## src/hdl/clw_pkg.sv

```systemverilog
package clw_pkg;
  // clock and time base
  localparam int CLK_PERIOD_NS = 100;
  localparam int TICK_PERIOD_NS = 1000000;
  localparam int TICK_CYCLES = TICK_PERIOD_NS / CLK_PERIOD_NS;
  localparam int TURN_DELAY_NS = 200000;
  localparam int TURN_DELAY_CYCLES = (TURN_DELAY_NS + CLK_PERIOD_NS - 1) / CLK_PERIOD_NS;
  localparam int TURN_W = 11;

  // register byte offsets
  localparam logic [4:0] ADDR_CONFIG = 5'h00;
  localparam logic [4:0] ADDR_TIMEOUT = 5'h04;
  localparam logic [4:0] ADDR_RECOVERY = 5'h08;
  localparam logic [4:0] ADDR_STATUS = 5'h0C;
  localparam logic [4:0] ADDR_IRQ_STATUS = 5'h10;
  localparam logic [4:0] ADDR_IRQ_MASK = 5'h14;

  // field positions
  localparam int CFG_MODE_BIT = 0;
  localparam int CFG_TURN_BIT = 1;
  localparam int CFG_TRES_LSB = 2;
  localparam int STS_LINK_LSB = 0;
  localparam int STS_FLAG_BIT = 2;
  localparam int STS_HOLD_BIT = 3;
  localparam int IRQ_FLAG_SET = 0;
  localparam int IRQ_FLAG_CLR = 1;
  localparam int IRQ_MSG = 2;
  localparam int IRQ_W = 3;
  localparam int TIME_W = 16;

  // reset values
  localparam logic [15:0] TIMEOUT_RST = 16'h0000;
  localparam logic [15:0] RECOVERY_RST = 16'h0000;
  localparam logic [2:0] IRQ_MASK_RST = 3'h0;

  typedef enum logic [1:0] {state_offline, state_init, state_listening, state_active} clw_link_state_t;
  typedef enum logic {clear_manual, clear_auto} clw_clear_mode_t;
  typedef enum logic [1:0] {res_msec, res_sec, res_min, res_hour} clw_time_res_t;
endpackage : clw_pkg

```

## src/hdl/clw_watchdog.sv

```systemverilog
`timescale 1ns/100ps
// Summary of operation
// link_state_out reports 0 offline, 1 initialising, 2 ready for a connection (never under TCP), 3 active.
// the same watchdog runs whether the port carries RTU or TCP traffic.
// the flag rises once no addressed message has been seen for the configured timeout.
// a timeout of zero, the reset value, disables the watchdog so the flag never rises.
// flag_clear_mode 0 (default) clears by software write, 1 clears on valid traffic.
// in automatic mode recovery_time sets the window that governs clearing, zero after reset.
// with recovery_time zero the first valid message clears the flag.
// with recovery_time nonzero two valid messages inside the window are needed to clear the flag.
// the flag reads as 0 inactive and 1 active.
// with the turnaround option set, a fixed delay separates frame end from transmit start; 0 means none.
// time_resolution_select picks ms, s, min or h for scaled time values, ms by default.
// each addressed message restarts the idle counter, which advances on a fixed time-base tick.
// in manual mode software clears the flag by writing zero, ignored while the timeout persists.
module clw_watchdog #(
  parameter int TICK_CYCLES = clw_pkg::TICK_CYCLES
) (
  input wire logic clk_in,
  input wire logic rst_in,
  // avalon-mm slave
  input wire logic [4:0] avs_address_in,
  input wire logic avs_read_in,
  input wire logic avs_write_in,
  input wire logic [31:0] avs_writedata_in,
  input wire logic [3:0] avs_byteenable_in,
  output logic [31:0] avs_readdata_out,
  output logic avs_waitrequest_out,
  // port side
  input wire logic port_enable_in,
  input wire logic init_done_in,
  input wire logic tcp_mode_in,
  input wire logic msg_valid_in,
  input wire logic rx_end_in,
  output logic tx_start_out,
  output logic flag_out,
  output logic [1:0] link_state_out,
  output logic [1:0] time_resolution_out,
  output logic irq_out
);

  localparam int TW = $clog2(TICK_CYCLES);
  localparam int TURN_CYCLES = clw_pkg::TURN_DELAY_CYCLES;

  typedef struct packed {
    clw_pkg::clw_clear_mode_t cfg_mode;
    logic cfg_turn;
    clw_pkg::clw_time_res_t cfg_tres;
    logic [clw_pkg::TIME_W-1:0] timeout;
    logic [clw_pkg::TIME_W-1:0] recovery;
    logic [clw_pkg::IRQ_W-1:0] irq_sts;
    logic [clw_pkg::IRQ_W-1:0] irq_mask;
    logic [TW-1:0] tick_cnt;
    logic [clw_pkg::TIME_W-1:0] idle_cnt;
    logic flag;
    logic rec_active;
    logic [clw_pkg::TIME_W-1:0] rec_cnt;
    logic heard;
    logic turn_busy;
    logic [clw_pkg::TURN_W-1:0] turn_cnt;
    logic tx_start;
    clw_pkg::clw_link_state_t link_state;
    logic irq;
    logic wait_req;
    logic [31:0] rdata;
  } clw_state_t;

  clw_state_t s_r;
  clw_state_t s_nxt;
  logic tick;
  logic wr_acc;
  logic timeout_hold;
  logic set_evt;
  logic auto_clr;
  logic sw_clr;
  logic [31:0] wmerge;

  // merge write data into an old word under the byte enables
  function automatic logic [31:0] be_merge(input logic [31:0] old_w, input logic [31:0] new_w,
                                           input logic [3:0] be);
    logic [31:0] res;
    res = old_w;
    for (int i = 0; i < 4; i++) begin
      if (be[i]) begin
        res[i*8 +: 8] = new_w[i*8 +: 8];
      end
    end
    return res;
  endfunction : be_merge

  ////////////////////////////////////////////////////////////////////////////
  // next-state logic
  always_comb begin
    s_nxt = s_r;
    tick = 1'b0;
    auto_clr = 1'b0;
    sw_clr = 1'b0;
    wmerge = 32'h0000_0000;
    // a write lands only on the edge that completes the handshake, never on the wait edge
    wr_acc = avs_write_in && !s_r.wait_req;

    // time base: one enable pulse per tick period
    if (s_r.tick_cnt == TW'(TICK_CYCLES - 1)) begin
      s_nxt.tick_cnt = '0;
      tick = 1'b1;
    end else begin
      s_nxt.tick_cnt = s_r.tick_cnt + TW'(1);
    end

    // idle counter saturates so a long silence cannot wrap back under the timeout
    if (msg_valid_in) begin
      s_nxt.idle_cnt = '0;
    end else if (tick && s_r.idle_cnt != 16'hFFFF) begin
      s_nxt.idle_cnt = s_r.idle_cnt + 16'h0001;
    end

    timeout_hold = (s_r.timeout != 16'h0000) && (s_r.idle_cnt >= s_r.timeout);
    set_evt = timeout_hold && !s_r.flag;

    // recovery window: ticks elapsed since the first message after the flag rose
    // limitation: the window is tick-granular, so it closes between N-1 and N ticks after the first message
    if (s_r.rec_active && tick) begin
      if (s_r.rec_cnt + 16'h0001 >= s_r.recovery) begin
        s_nxt.rec_active = 1'b0;
      end else begin
        s_nxt.rec_cnt = s_r.rec_cnt + 16'h0001;
      end
    end
    if (s_r.cfg_mode == clw_pkg::clear_auto && s_r.flag && msg_valid_in) begin
      if (s_r.recovery == 16'h0000) begin
        auto_clr = 1'b1;
      end else if (!s_r.rec_active) begin
        s_nxt.rec_active = 1'b1;
        s_nxt.rec_cnt = '0;
      end else begin
        auto_clr = 1'b1;
        s_nxt.rec_active = 1'b0;
      end
    end
    if (!s_r.flag) begin
      s_nxt.rec_active = 1'b0;
    end

    // bus handshake: one wait cycle, then the request completes
    if ((avs_read_in || avs_write_in) && s_r.wait_req) begin
      s_nxt.wait_req = 1'b0;
      s_nxt.rdata = 32'h0000_0000;
      if (avs_read_in) begin
        case (avs_address_in)
          clw_pkg::ADDR_CONFIG: begin
            s_nxt.rdata[clw_pkg::CFG_MODE_BIT] = s_r.cfg_mode;
            s_nxt.rdata[clw_pkg::CFG_TURN_BIT] = s_r.cfg_turn;
            s_nxt.rdata[clw_pkg::CFG_TRES_LSB +: 2] = s_r.cfg_tres;
          end
          clw_pkg::ADDR_TIMEOUT: s_nxt.rdata[15:0] = s_r.timeout;
          clw_pkg::ADDR_RECOVERY: s_nxt.rdata[15:0] = s_r.recovery;
          clw_pkg::ADDR_STATUS: begin
            s_nxt.rdata[clw_pkg::STS_LINK_LSB +: 2] = s_r.link_state;
            s_nxt.rdata[clw_pkg::STS_FLAG_BIT] = s_r.flag;
            s_nxt.rdata[clw_pkg::STS_HOLD_BIT] = timeout_hold;
          end
          clw_pkg::ADDR_IRQ_STATUS: s_nxt.rdata[clw_pkg::IRQ_W-1:0] = s_r.irq_sts;
          clw_pkg::ADDR_IRQ_MASK: s_nxt.rdata[clw_pkg::IRQ_W-1:0] = s_r.irq_mask;
          default: s_nxt.rdata = 32'h0000_0000;
        endcase
      end
    end else begin
      s_nxt.wait_req = 1'b1;
    end

    // register writes take effect on the completing edge only
    s_nxt.irq_sts = s_r.irq_sts;
    if (wr_acc) begin
      case (avs_address_in)
        clw_pkg::ADDR_CONFIG: begin
          wmerge = be_merge({28'h0000000, s_r.cfg_tres, s_r.cfg_turn, s_r.cfg_mode},
                            avs_writedata_in, avs_byteenable_in);
          s_nxt.cfg_mode = clw_pkg::clw_clear_mode_t'(wmerge[clw_pkg::CFG_MODE_BIT]);
          s_nxt.cfg_turn = wmerge[clw_pkg::CFG_TURN_BIT];
          s_nxt.cfg_tres = clw_pkg::clw_time_res_t'(wmerge[clw_pkg::CFG_TRES_LSB +: 2]);
        end
        clw_pkg::ADDR_TIMEOUT: begin
          wmerge = be_merge({16'h0000, s_r.timeout}, avs_writedata_in, avs_byteenable_in);
          s_nxt.timeout = wmerge[15:0];
        end
        clw_pkg::ADDR_RECOVERY: begin
          wmerge = be_merge({16'h0000, s_r.recovery}, avs_writedata_in, avs_byteenable_in);
          s_nxt.recovery = wmerge[15:0];
        end
        clw_pkg::ADDR_STATUS: begin
          // a zero written to the flag clears it only in manual mode and once traffic is back
          if (avs_byteenable_in[0] && !avs_writedata_in[clw_pkg::STS_FLAG_BIT] &&
              s_r.cfg_mode == clw_pkg::clear_manual && !timeout_hold) begin
            sw_clr = 1'b1;
          end
        end
        clw_pkg::ADDR_IRQ_STATUS: begin
          if (avs_byteenable_in[0]) begin
            s_nxt.irq_sts = s_r.irq_sts & ~avs_writedata_in[clw_pkg::IRQ_W-1:0];
          end
        end
        clw_pkg::ADDR_IRQ_MASK: begin
          wmerge = be_merge({29'h0000000, s_r.irq_mask}, avs_writedata_in, avs_byteenable_in);
          s_nxt.irq_mask = wmerge[clw_pkg::IRQ_W-1:0];
        end
        default: s_nxt.irq_sts = s_r.irq_sts;
      endcase
    end

    // flag: a rising timeout beats any clear in the same cycle
    s_nxt.flag = (s_r.flag && !(auto_clr || sw_clr)) || set_evt;

    // sticky events, set wins over a one-written clear
    s_nxt.irq_sts[clw_pkg::IRQ_FLAG_SET] = s_nxt.irq_sts[clw_pkg::IRQ_FLAG_SET] | set_evt;
    s_nxt.irq_sts[clw_pkg::IRQ_FLAG_CLR] = s_nxt.irq_sts[clw_pkg::IRQ_FLAG_CLR] | (s_r.flag && !s_nxt.flag);
    s_nxt.irq_sts[clw_pkg::IRQ_MSG] = s_nxt.irq_sts[clw_pkg::IRQ_MSG] | msg_valid_in;
    s_nxt.irq = |(s_nxt.irq_sts & s_nxt.irq_mask);

    // turnaround: a frame end during a running delay is ignored
    // the delay is a fixed clock count, so it does not scale with the tick parameter
    s_nxt.tx_start = 1'b0;
    if (s_r.turn_busy) begin
      if (s_r.turn_cnt == clw_pkg::TURN_W'(TURN_CYCLES - 1)) begin
        s_nxt.turn_busy = 1'b0;
        s_nxt.tx_start = 1'b1;
      end else begin
        s_nxt.turn_cnt = s_r.turn_cnt + clw_pkg::TURN_W'(1);
      end
    end else if (rx_end_in) begin
      if (s_r.cfg_turn) begin
        s_nxt.turn_busy = 1'b1;
        s_nxt.turn_cnt = '0;
      end else begin
        s_nxt.tx_start = 1'b1;
      end
    end

    // link state; tcp has no listening phase
    // heard drops whenever the port leaves service, so a restarted rtu port listens again
    if (msg_valid_in) begin
      s_nxt.heard = 1'b1;
    end
    if (!port_enable_in) begin
      s_nxt.link_state = clw_pkg::state_offline;
      s_nxt.heard = 1'b0;
    end else if (!init_done_in) begin
      s_nxt.link_state = clw_pkg::state_init;
      s_nxt.heard = 1'b0;
    end else if (tcp_mode_in || s_r.heard) begin
      s_nxt.link_state = clw_pkg::state_active;
    end else begin
      s_nxt.link_state = clw_pkg::state_listening;
    end
  end

  ////////////////////////////////////////////////////////////////////////////
  // state register
  // fields with a package reset value or a nonzero one are set after the blanket clear
  always_ff @(posedge clk_in) begin
    if (rst_in) begin
      s_r <= '0;
      s_r.timeout <= clw_pkg::TIMEOUT_RST;
      s_r.recovery <= clw_pkg::RECOVERY_RST;
      s_r.irq_mask <= clw_pkg::IRQ_MASK_RST;
      s_r.wait_req <= 1'b1;
    end else begin
      s_r <= s_nxt;
    end
  end

  // outputs straight from the state flops
  assign avs_readdata_out = s_r.rdata;
  assign avs_waitrequest_out = s_r.wait_req;
  assign tx_start_out = s_r.tx_start;
  assign flag_out = s_r.flag;
  assign link_state_out = s_r.link_state;
  assign time_resolution_out = s_r.cfg_tres;
  assign irq_out = s_r.irq;
endmodule : clw_watchdog

```

## config.mk

```make
export PLATFORM = sky130hd
export DESIGN_NAME = clw_watchdog
export DESIGN_NICKNAME = d
export VERILOG_FILES = /design/src/hdl/clw_pkg.sv /design/src/hdl/clw_watchdog.sv
export SDC_FILE = /design/constraint.sdc
export NUM_CORES = 1
export LEC_CHECK = 0
export BUFFER_PORTS_ARGS = -buffer_cell sky130_fd_sc_hd__buf_2
export CAP_MARGIN = 20
export CORE_MARGIN = 10
export CORE_UTILIZATION = 51
export DETAILED_ROUTE_END_ITERATION = 12
export PLACE_DENSITY = 0.78
export SYNTH_ARGS = -nofsm -noshare
export SYNTH_HDL_FRONTEND = slang
export SYNTH_SLANG_ARGS = --single-unit
```

## constraint.sdc

```tcl
create_clock -name clk_in -period 3.4 [get_ports clk_in]
set_input_delay 1.02 -clock clk_in [delete_from_list [all_inputs] [get_ports clk_in]]
set_output_delay 1.02 -clock clk_in [all_outputs]
set_load 0.02 [all_outputs]
```

==> run summary, run 1 <==
drt pass-1 iters -> 5
slowest cell on the critical path -> dfxtp_1
die width -> 134 um
FMAX -> 320 MHz
area leader, netlist -> dfxtp_1
GRT Resource Usage Total -> 0.171
DIE HEIGHT -> 134 um
CP max stage delay -> 420 ps
warnings from Yosys -> 0
r2r endpoint -> s_r[61]$_SDFF_PP0_
final non-filler cell total -> 979
Worst setup EP type -> flip-flop
crit path max fanout -> 31
count of cell types in the netlist -> 67
Rel. slew slack -> 0.474
crit-path leading delay family -> simple AND/OR/NAND/NOR gates
grt ovf -> 0
Iteration-0 DRC Markers -> 462
Finish-stage setup viols -> 0
leakage power -> 2.91 nW
HP Start -> s_r[84]$_SDFF_PP0_
worst vdd ir -> 0.000332 V
setup bufs post-CTS -> 0
startpoint type of the worst setup path -> flip-flop
Die Area -> 18000 um^2
TNS Setup -> 0 ps
WL final -> 15400 um
# H-tree levels -> 4
Post-Syn Area per Cell -> 8.75 um^2
Synth Flop Type -> dfxtp_1
Hold Crit Depth -> 1
initial antenna violation count -> 1
via count -> 5376
Clock Sinks -> 124
Buf+Inv Stages, Crit Path -> 1
clock buffer depth -> 2
Hold-fix buffers, CTS -> 0
vias in the first global route -> 5126
TritonCTS clock tree -> yes
skew final -> 9.71 ps
Root Buffer Master -> clkbuf_16
fraction of layout cells with a size suffix above 1 -> 0.146
port buffer count -> 55
unrepaired setup endpoints after global routing -> false
cell count after placement -> 946
EDFF count, synth -> 0
Hold WC Path Type -> flip-flop to flip-flop
io pins -> 90
num rows -> 41
Setup Crit Path Kind -> flip-flop to flip-flop
Clk pin slew, worst setup/hold paths -> 50 ps
ranking of synthesized cells by area -> dfxtp_1 (37%), ha_1 (6.8%), nor2_1 (6.2%)
fillers -> 1094
Post-layout nets -> 879
CP arrival -> 3480 ps
CORE AREA -> 12700 um^2
R2R Setup Slk -> 270 ps
reg2reg start -> s_r[56]$_SDFF_PP0_
fin. max-slew vios -> 0
Syn Inst Count -> 759
Routed WL per cell -> 15.7 um
FF-to-FF path depth -> 13
Synth top area share -> 0.374
Starting Density -> 0.524
clock latency on the worst-skew pair -> 420 ps
Syn-to-layout area delta -> 13.1%
Hold Path End -> s_r[84]$_SDFF_PP0_
post-synthesis sequential area ratio -> 0.374
vias per cell -> 5.49
last weighted congestion value of the routability-driven placer -> 0.905
largest net degree at the start of global routing -> 32
FFs w/ async S/R, synth -> 0
max_cap viols -> 0
Worst-Margin Slew -> 789 ps
status -> completed
Period minus WS final -> 3130 ps
Post-DRT Antenna Nets -> 0
Cell Area, Synth -> 6640 um^2
power per cell area -> 466 nW/um^2
DP HPWL -> 11300 um
critical-path cell list -> and4_1 -> and3_1 -> nand4_1 -> or2_1 -> xnor2_1 -> ha_1 -> nand4_1 -> nand3b_1 -> a211oi_4 -> o311ai_4 -> buf_12 -> or3_1 -> a21oi_1
period utilization -> 0.920
CP required -> 3750 ps
Fin. Hold Viols -> 0
Synth Register Bits -> 124
CTS Buf Count -> 17
first-pass GRT wire length -> 25200 um
most used cell, CP -> nand4_1
drt drc -> 0
[layer usage]
metal	track usage	routed length [um]	vias to the layer above
li1	-	-	2687
met1	0.204	6810	2519
met2	0.280	7190	146
met3	0.0467	1030	24
met4	0.0816	340	0
met5	0	0	-
[Yosys cell counts, types with 3 or more instances]
| cell | count |
|---|---|
| inv_1 | 36 |
| xor2_1 | 25 |
| and2_1 | 8 |
| a22oi_1 | 15 |
| or2_2 | 5 |
| nor2b_1 | 5 |
| and3_1 | 20 |
| nand2b_1 | 4 |
| nor2_1 | 110 |
| a22o_1 | 13 |
| nand4_1 | 13 |
| ha_1 | 36 |
| a222oi_1 | 3 |
| and4_1 | 9 |
| mux2i_1 | 41 |
| dfxtp_1 | 124 |
| o21ai_0 | 24 |
| nor4_1 | 9 |
| buf_4 | 36 |
| nand3_1 | 23 |
| nand2_1 | 42 |
| a21oi_1 | 36 |
| xnor2_1 | 24 |
| o21a_1 | 4 |
| clkbuf_1 | 18 |
| or3_1 | 17 |
| buf_2 | 7 |
[cell families after synthesis]
family / count (synthesis) / share of synthesized area
AOI/OAI and AO/OA: 123 / 0.128
adders and majority gates: 36 / 0.0678
muxes: 41 / 0.0618
other: 1 / 0.000565
and+or+nand+nor: 285 / 0.223
xor gates and xnor gates: 49 / 0.0646
buffers and inverters: 100 / 0.0804
DFF: 124 / 0.374
[repair_timing]
item	in CTS	in global routing
gates resized for setup	0	2
endpoints found under the hold margin	0	0
endpoints found under the setup margin	0	14
[placed cells by master, fill, tap and decap left out, drive strengths merged, types with 14 or more instances in the layout]
cell type,synthesis,layout
a21oi,36,36
a22oi,15,15
and3,21,21
buf,46,64
clkbuf,18,23
conb,1,16
dfxtp,124,124
ha,36,36
inv,36,36
mux2i,41,41
nand2,42,42
nand3,23,23
nand4,14,14
nor2,111,111
o21ai,26,26
or3,17,17
xnor2,24,24
xor2,25,25
[registers in the layout, summed over array words and instances (netlist names)]
signal,cells
tx_start_out,1
avs_readdata_out,16
time_resolution_out,2
link_state_out,2
irq_out,1
s_r,100
avs_waitrequest_out,1
flag_out,1
[area by class of cell]
type | count | area (um^2) | area share
diodes | 1 | 2.50 | 0.000333
clock buffers | 23 | 498 | 0.0663
clock inverters | 9 | 134 | 0.0178
inverters | 36 | 135 | 0.0180
multi-input cells | 550 | 3690 | 0.491
flip-flops and latches | 124 | 2480 | 0.330
well taps | 172 | 215 | 0.0286
repair buffers | 64 | 355 | 0.0473
[stage by stage]
step	util	hold slack, ps	instance area [um^2]	setup slack [ps]	power (W)
floorplan	-	413	6700	469	0.00159
global placement	0.542	427	6870	262	0.00163
detailed placement	0.542	434	6870	162	0.00163
CTS	0.592	445	7500	151	0.00352
global route	0.593	461	7510	12.7	0.00360
finish	0.593	439	7510	273	0.00350
[report_power, final]
part | switching (W) | total [W] | internal (W)
Clock | 0.000653 | 0.00190 | 0.00125
Combinational | 0.0000934 | 0.000130 | 0.0000363
Sequential | 0.00000609 | 0.00147 | 0.00146
Total | 0.000753 | 0.00350 | 0.00275
[worst max path at each step]
| stage | depth (start not counted) | startpoint | slack, ps | to |
|---|---|---|---|---|
| floorplan | 13 | s_r[56]$_SDFF_PP0_ | 470 | s_r[55]$_SDFF_PP0_ |
| global placement | 13 | s_r[52]$_SDFF_PP0_ | 260 | s_r[58]$_SDFF_PP0_ |
| detailed placement | 13 | s_r[50]$_SDFF_PP0_ | 160 | s_r[53]$_SDFF_PP0_ |
| CTS | 13 | s_r[50]$_SDFF_PP0_ | 150 | s_r[53]$_SDFF_PP0_ |
| global route | 13 | s_r[50]$_SDFF_PP0_ | 10 | s_r[64]$_SDFF_PP0_ |
| finish | 13 | s_r[56]$_SDFF_PP0_ | 270 | s_r[61]$_SDFF_PP0_ |
No activity file was read; power rests on OpenSTA's default activity.
==> inputs of run 2 (changes only) <==
--- a/config.mk
+++ b/config.mk
@@ -8,9 +8,9 @@
 export BUFFER_PORTS_ARGS = -buffer_cell sky130_fd_sc_hd__buf_2
 export CAP_MARGIN = 20
 export CORE_MARGIN = 10
-export CORE_UTILIZATION = 51
+export CORE_UTILIZATION = 50
 export DETAILED_ROUTE_END_ITERATION = 12
-export PLACE_DENSITY = 0.78
+export PLACE_DENSITY = 0.77
 export SYNTH_ARGS = -nofsm -noshare
 export SYNTH_HDL_FRONTEND = slang
 export SYNTH_SLANG_ARGS = --single-unit
==> run summary, run 2 (synthesis gave the netlist of run 1 again) <==
Syn-to-layout area delta -> 12.8%
drt pass-1 iters -> 5 (unchanged)
Worst setup endpoint -> s_r[64]$_SDFF_PP0_
last weighted congestion value of the routability-driven placer -> 0.877 (-3.2%)
vias in the first global route -> 4955 (-3.3%)
R2R Setup Slk -> 230 ps (-40 ps)
drt drc -> 0 (unchanged)
TNS Setup -> 0 ps (unchanged)
GRT Resource Usage Total -> 0.165 (-0.00593)
Starting Density -> 0.506 (-0.0186)
Finish-stage setup viols -> 0 (unchanged)
commonest non-fill, non-tap cells in the layout -> dfxtp_1 (120), nor2_1 (110), buf_2 (55)
Most flops, register -> s_r
via count -> 5309 (-1.2%)
largest net degree at the start of global routing -> 43 (+34%)
first-pass GRT wire length -> 24600 um (-2.3%)
leakage power -> 2.89 nW (-0.57%)
fin. max-slew vios -> 0 (unchanged)
die width -> 135 um (+0.85%)
WL final -> 14900 um (-2.8%)
r2r endpoint -> s_r[64]$_SDFF_PP0_
period utilization -> 0.931 (+0.0115)
FF-to-FF path depth -> 13 (unchanged)
max_cap viols -> 0 (unchanged)
Post-layout nets -> 878 (-0.11%)
Period minus WS final -> 3170 ps (+39.1 ps)
Die Area -> 18300 um^2 (+1.7%)
Clock Sinks -> 124 (unchanged)
skew final -> 7.39 ps (-2.31 ps)
Routed WL per cell -> 15.2 um (-3.0%)
startpoint type of the worst setup path -> flip-flop
DIE HEIGHT -> 135 um (+0.85%)
status -> completed
FMAX -> 316 MHz (-1.2%)
worst vdd ir -> 0.000274 V (-18%)
cell count after placement -> 948 (+0.21%)
# H-tree levels -> 4 (unchanged)
Worst Setup SP -> s_r[58]$_SDFF_PP0_
crit path max fanout -> 31 (unchanged)
Worst setup EP type -> flip-flop
io pins -> 90 (unchanged)
DP HPWL -> 11100 um (-2.1%)
Setup Crit Path Kind -> flip-flop to flip-flop
power per cell area -> 460 nW/um^2 (-1.4%)
fillers -> 1191 (+8.9%)
Iteration-0 DRC Markers -> 360 (-22%)
reg2reg start -> s_r[58]$_SDFF_PP0_
CP required -> 3750 ps (about the same)
CTS Buf Count -> 17 (unchanged)
Post-DRT Antenna Nets -> 0 (unchanged)
Rel. slew slack -> 0.527 (+0.0526)
commonest non-fill, non-tap cell in the layout -> dfxtp_1
TritonCTS clock tree -> yes
port buffer count -> 55 (unchanged)
final non-filler cell total -> 981 (+0.20%)
vias per cell -> 5.41 (-1.4%)
Largest register FFs -> 100 (unchanged)
antenna cells -> 0 (-1)
Worst-Margin Slew -> 710 ps (-78.9 ps)
Clk pin slew, worst setup/hold paths -> 50 ps (about the same)
grt ovf -> 0 (unchanged)
CORE AREA -> 13100 um^2 (+3.7%)
num rows -> 42 (+2.4%)
Hold WC Path Type -> flip-flop to flip-flop
Root Buffer Master -> clkbuf_16
clock latency on the worst-skew pair -> 420 ps (about the same)
clock buffer depth -> 2 (unchanged)
Fin. Hold Viols -> 0 (unchanged)
CP arrival -> 3510 ps (+30 ps)
unrepaired setup endpoints after global routing -> false
fraction of layout cells with a size suffix above 1 -> 0.150 (+0.00391)
Hold-fix buffers, CTS -> 0 (unchanged)
initial antenna violation count -> 0 (-1)
run 2: cell types whose count changed in the layout (fill, tap and decap cells not counted):
cell,delta
buf_4,-1
clkbuf_8,-2
clkinv_2,+2
clkinv_4,-2
clkinvlp_4,+2
dfxtp_1,-4
dfxtp_2,+4
diode_2,-1
run 2: worst min path at each step:
stage	slack, ps	start	cells past startpoint	end
6_report	450	s_r[84]$_SDFF_PP0_	1	s_r[84]$_SDFF_PP0_
5_1_grt	470	s_r[84]$_SDFF_PP0_	1	s_r[84]$_SDFF_PP0_
4_1_cts	450	s_r[84]$_SDFF_PP0_	1	s_r[84]$_SDFF_PP0_
3_5_place_dp	440	s_r[84]$_SDFF_PP0_	1	s_r[84]$_SDFF_PP0_
3_3_place_gp	430	s_r[84]$_SDFF_PP0_	1	s_r[84]$_SDFF_PP0_
2_1_floorplan	410	s_r[84]$_SDFF_PP0_	1	s_r[84]$_SDFF_PP0_
run 2: critical path, cell delays in order, from the launching register on:
cell and delay (ps):
dfxtp_1 380, and4_1 250, and3_1 210, nand4_1 160, or2_1 310, xnor2_1 180, ha_1 310, nand4_1 110
nand3b_1 120, a211oi_4 270, o311ai_4 140, buf_12 190, or3_1 310, a21oi_1 150
run 2: report_power, final:
part	leakage, nW	internal, W	switching (W)
registers	1.00	0.00146	0.00000585
logic	1.59	0.0000346	0.0000931
clock network	0.295	0.00120	0.000644
run 2: final cells by class:
type	instances	area, um^2	share of cell area
Clock buffer	21	470	0.0628
Tap cell	176	220	0.0294
Timing Repair Buffer	63	348	0.0464
Inverter	36	135	0.0180
Multi-Input combinational cell	550	3690	0.493
Sequential cell	124	2490	0.332
Clock inverter	11	141	0.0189
run 2: metal layers:
metal | GRT usage | vias to the layer above | routed length, um
li1 | - | 2686 | -
met2 | 0.256 | 123 | 6940
met5 | 0 | - | 0
met3 | 0.0486 | 21 | 1030
met1 | 0.213 | 2479 | 6690
met4 | 0.0586 | 0 | 286
run 2: per-stage QoR:
stage	area [um^2]	hold WS, ps	util	total power [W]	setup WS (ps)
after floorplan	6700	413	-	0.00159	469
after global placement	6860	427	0.522	0.00162	266
after detailed placement	6860	438	0.522	0.00163	155
after CTS	7470	450	0.569	0.00347	142
after global routing	7490	472	0.570	0.00356	5.01
final	7490	447	0.570	0.00344	234
run 2: what timing repair did:
item                       CTS  global route
buffers inserted             0             1
setup endpoints to repair    0            14
hold endpoints to repair     0             0
gates resized for setup      0             6
==> inputs of run 3 (changes only) <==
==> constraint.sdc (replaced) <==
create_clock -name clk_in -period 3 [get_ports clk_in]
set_input_delay 0.9 -clock clk_in [delete_from_list [all_inputs] [get_ports clk_in]]
set_output_delay 0.9 -clock clk_in [all_outputs]
set_load 0.02 [all_outputs]
==> run summary, run 3 (synthesis gave the netlist of run 1 again) <==
Worst-Margin Slew -> 746 ps (+36.3 ps)
vias per cell -> 5.43 (+0.34%)
grt ovf -> 0 (unchanged)
clock buffer depth -> 2 (unchanged)
io pins -> 90 (unchanged)
fin. max-slew vios -> 0 (unchanged)
Post-layout nets -> 906 (+3.2%)
drt pass-1 iters -> 5 (unchanged)
skew final -> 6.43 ps (-0.960 ps)
leakage power -> 3.13 nW (+8.2%)
commonest non-fill, non-tap cell in the layout -> dfxtp_1
worst vdd ir -> 0.000595 V (+120%)
unrepaired setup endpoints after global routing -> true
failing checks -> setup timing
Starting Density -> 0.506 (unchanged)
busiest grt layer -> met2
status -> complete, but fails checks
Finish-stage setup viols -> 3 (+3)
DP HPWL -> 11400 um (+2.3%)
Iteration-0 DRC Markers -> 348 (-3.3%)
Final WS setup -> -34.6 ps (-268 ps)
Fin. Hold Viols -> 0 (unchanged)
Design Power -> 0.00434 W (+26%)
last weighted congestion value of the routability-driven placer -> 0.875 (-0.23%)
crit-path leading delay family -> simple AND/OR/NAND/NOR gates
Global Route met3 Usage -> 0.0471 (-0.00148)
die width -> 135 um (unchanged)
first-pass GRT wire length -> 26400 um (+7.1%)
Clock Sinks -> 124 (unchanged)
slowest cell on the critical path -> dfxtp_4
grt met1 use -> 0.214 (+0.000794)
commonest non-fill, non-tap cells in the layout -> dfxtp_1 (116), nor2_1 (110), buf_2 (55)
met2 usage -> 0.286 (+0.0301)
crit path max fanout -> 8 (-74%)
Hold-fix buffers, CTS -> 0 (unchanged)
CP max stage delay -> 370 ps (about the same)
antenna cells -> 0 (unchanged)
Root Buffer Master -> clkbuf_16
WL final -> 16500 um (+10%)
FMAX -> 330 MHz (+4.3%)
CP arrival -> 3370 ps (-140 ps)
TritonCTS clock tree -> yes
CORE AREA -> 13100 um^2 (unchanged)
DIE HEIGHT -> 135 um (unchanged)
Setup Crit Path Kind -> flip-flop to flip-flop
Rel. slew slack -> 0.503 (-0.0242)
# H-tree levels -> 4 (unchanged)
Buf+Inv Stages, Crit Path -> 1 (unchanged)
Die Area -> 18300 um^2 (unchanged)
Clk pin slew, worst setup/hold paths -> 60 ps (about the same)
most used cell, CP -> and3_4
power per cell area -> 542 nW/um^2 (+18%)
Routed WL per cell -> 16.3 um (+7.1%)
critical-path cell list -> ha_4 -> and3_4 -> and3_4 -> nand4_1 -> xnor2_1 -> ha_1 -> a21o_2 -> a211oi_4 -> o311ai_4 -> clkbuf_16 -> or3_1 -> a21oi_1
Most flops, register -> s_r
GRT Resource Usage Total -> 0.174 (+0.00911)
Place WS -> -40.9 ps (-196 ps)
initial antenna violation count -> 0 (unchanged)
port buffer count -> 55 (unchanged)
Final Core Density -> 0.608 (+0.0380)
Hold WC Path Type -> flip-flop to flip-flop
clock latency on the worst-skew pair -> 420 ps (about the same)
Final Hold Slack -> 441 ps (-6.37 ps)
CTS Buf Count -> 17 (unchanged)
startpoint type of the worst setup path -> flip-flop
drt drc -> 0 (unchanged)
fraction of layout cells with a size suffix above 1 -> 0.209 (+0.0586)
largest net degree at the start of global routing -> 44 (+2.3%)
Worst setup EP type -> flip-flop
vias in the first global route -> 5336 (+7.7%)
Syn-to-layout area delta -> 20.3%
TNS Setup -> -49.3 ps (-49.3 ps)
num rows -> 42 (unchanged)
max_cap viols -> 0 (unchanged)
CP required -> 3340 ps (-410 ps)
period utilization -> 1.01 (+0.0802)
Largest register FFs -> 100 (unchanged)
Period minus WS final -> 3030 ps (-132 ps)
Post-DRT Antenna Nets -> 0 (unchanged)
via count -> 5479 (+3.2%)
[run 3: cell types whose count changed in the layout (fill, tap and decap cells not counted), sizes merged]
| cell | previous run | this run |
|---|---|---|
| clkbuf | 21 | 23 |
| buf | 63 | 89 |
| clkinv | 5 | 1 |
| clkinvlp | 3 | 2 |
| bufinv | 3 | 8 |
[run 3: per-layer routing]
metal,vias to the layer above,part of all wire
li1,2737,-
met1,2576,0.43
met2,133,0.49
met3,33,0.060
met4,0,0.019
met5,-,0
[run 3: layout make-up]
type                       instances  area, um^2
fill                            1097        5140
multi-input combinational        550        3810
sequential                       124        2500
timing repair buffer              91         597
clock buffer                      21         470
clock inverter                    11         260
tap                              176         220
inverter                          36         135
[run 3: what timing repair did]
item,in CTS,in global routing
setup endpoints to repair,14,17
setup buffers,1,10
gates resized for setup,3,38
pin swaps,2,31
hold endpoints to repair,0,0
cloned,0,3
[run 3: final timing paths]
path                             end  slack [ps]                from  cells past startpoint
setup / recovery  s_r[57]$_SDFF_PP0_         -30  s_r[51]$_SDFF_PP0_                     12
hold reg to reg   s_r[84]$_SDFF_PP0_         440  s_r[84]$_SDFF_PP0_                      1
setup reg to reg  s_r[57]$_SDFF_PP0_         -30  s_r[51]$_SDFF_PP0_                     12
hold / removal    s_r[84]$_SDFF_PP0_         440  s_r[84]$_SDFF_PP0_                      1
[run 3: where the power goes]
part	switching (W)	total (W)	internal [W]
sequential	0.00000677	0.00166	0.00165
clock	0.000738	0.00253	0.00179
combinational	0.000108	0.000147	0.0000398
total	0.000852	0.00434	0.00348
[run 3: metrics by stage]
stage / std cells / instance area (um^2)
floorplan: 774 / 6700
global placement: 963 / 6970
detailed placement: 963 / 6970
CTS: 996 / 7710
global route: 1009 / 7990
finish: 1009 / 7990
[run 3: worst reg2reg max path: stages, from the launching register on]
cell and delay [ps]:
dfxtp_4 370, ha_4 140, and3_4 180, and3_4 210, nand4_1 170, xnor2_1 180
ha_1 330, a21o_2 220, a211oi_4 260, o311ai_4 210, clkbuf_16 220, or3_1 310
a21oi_1 150
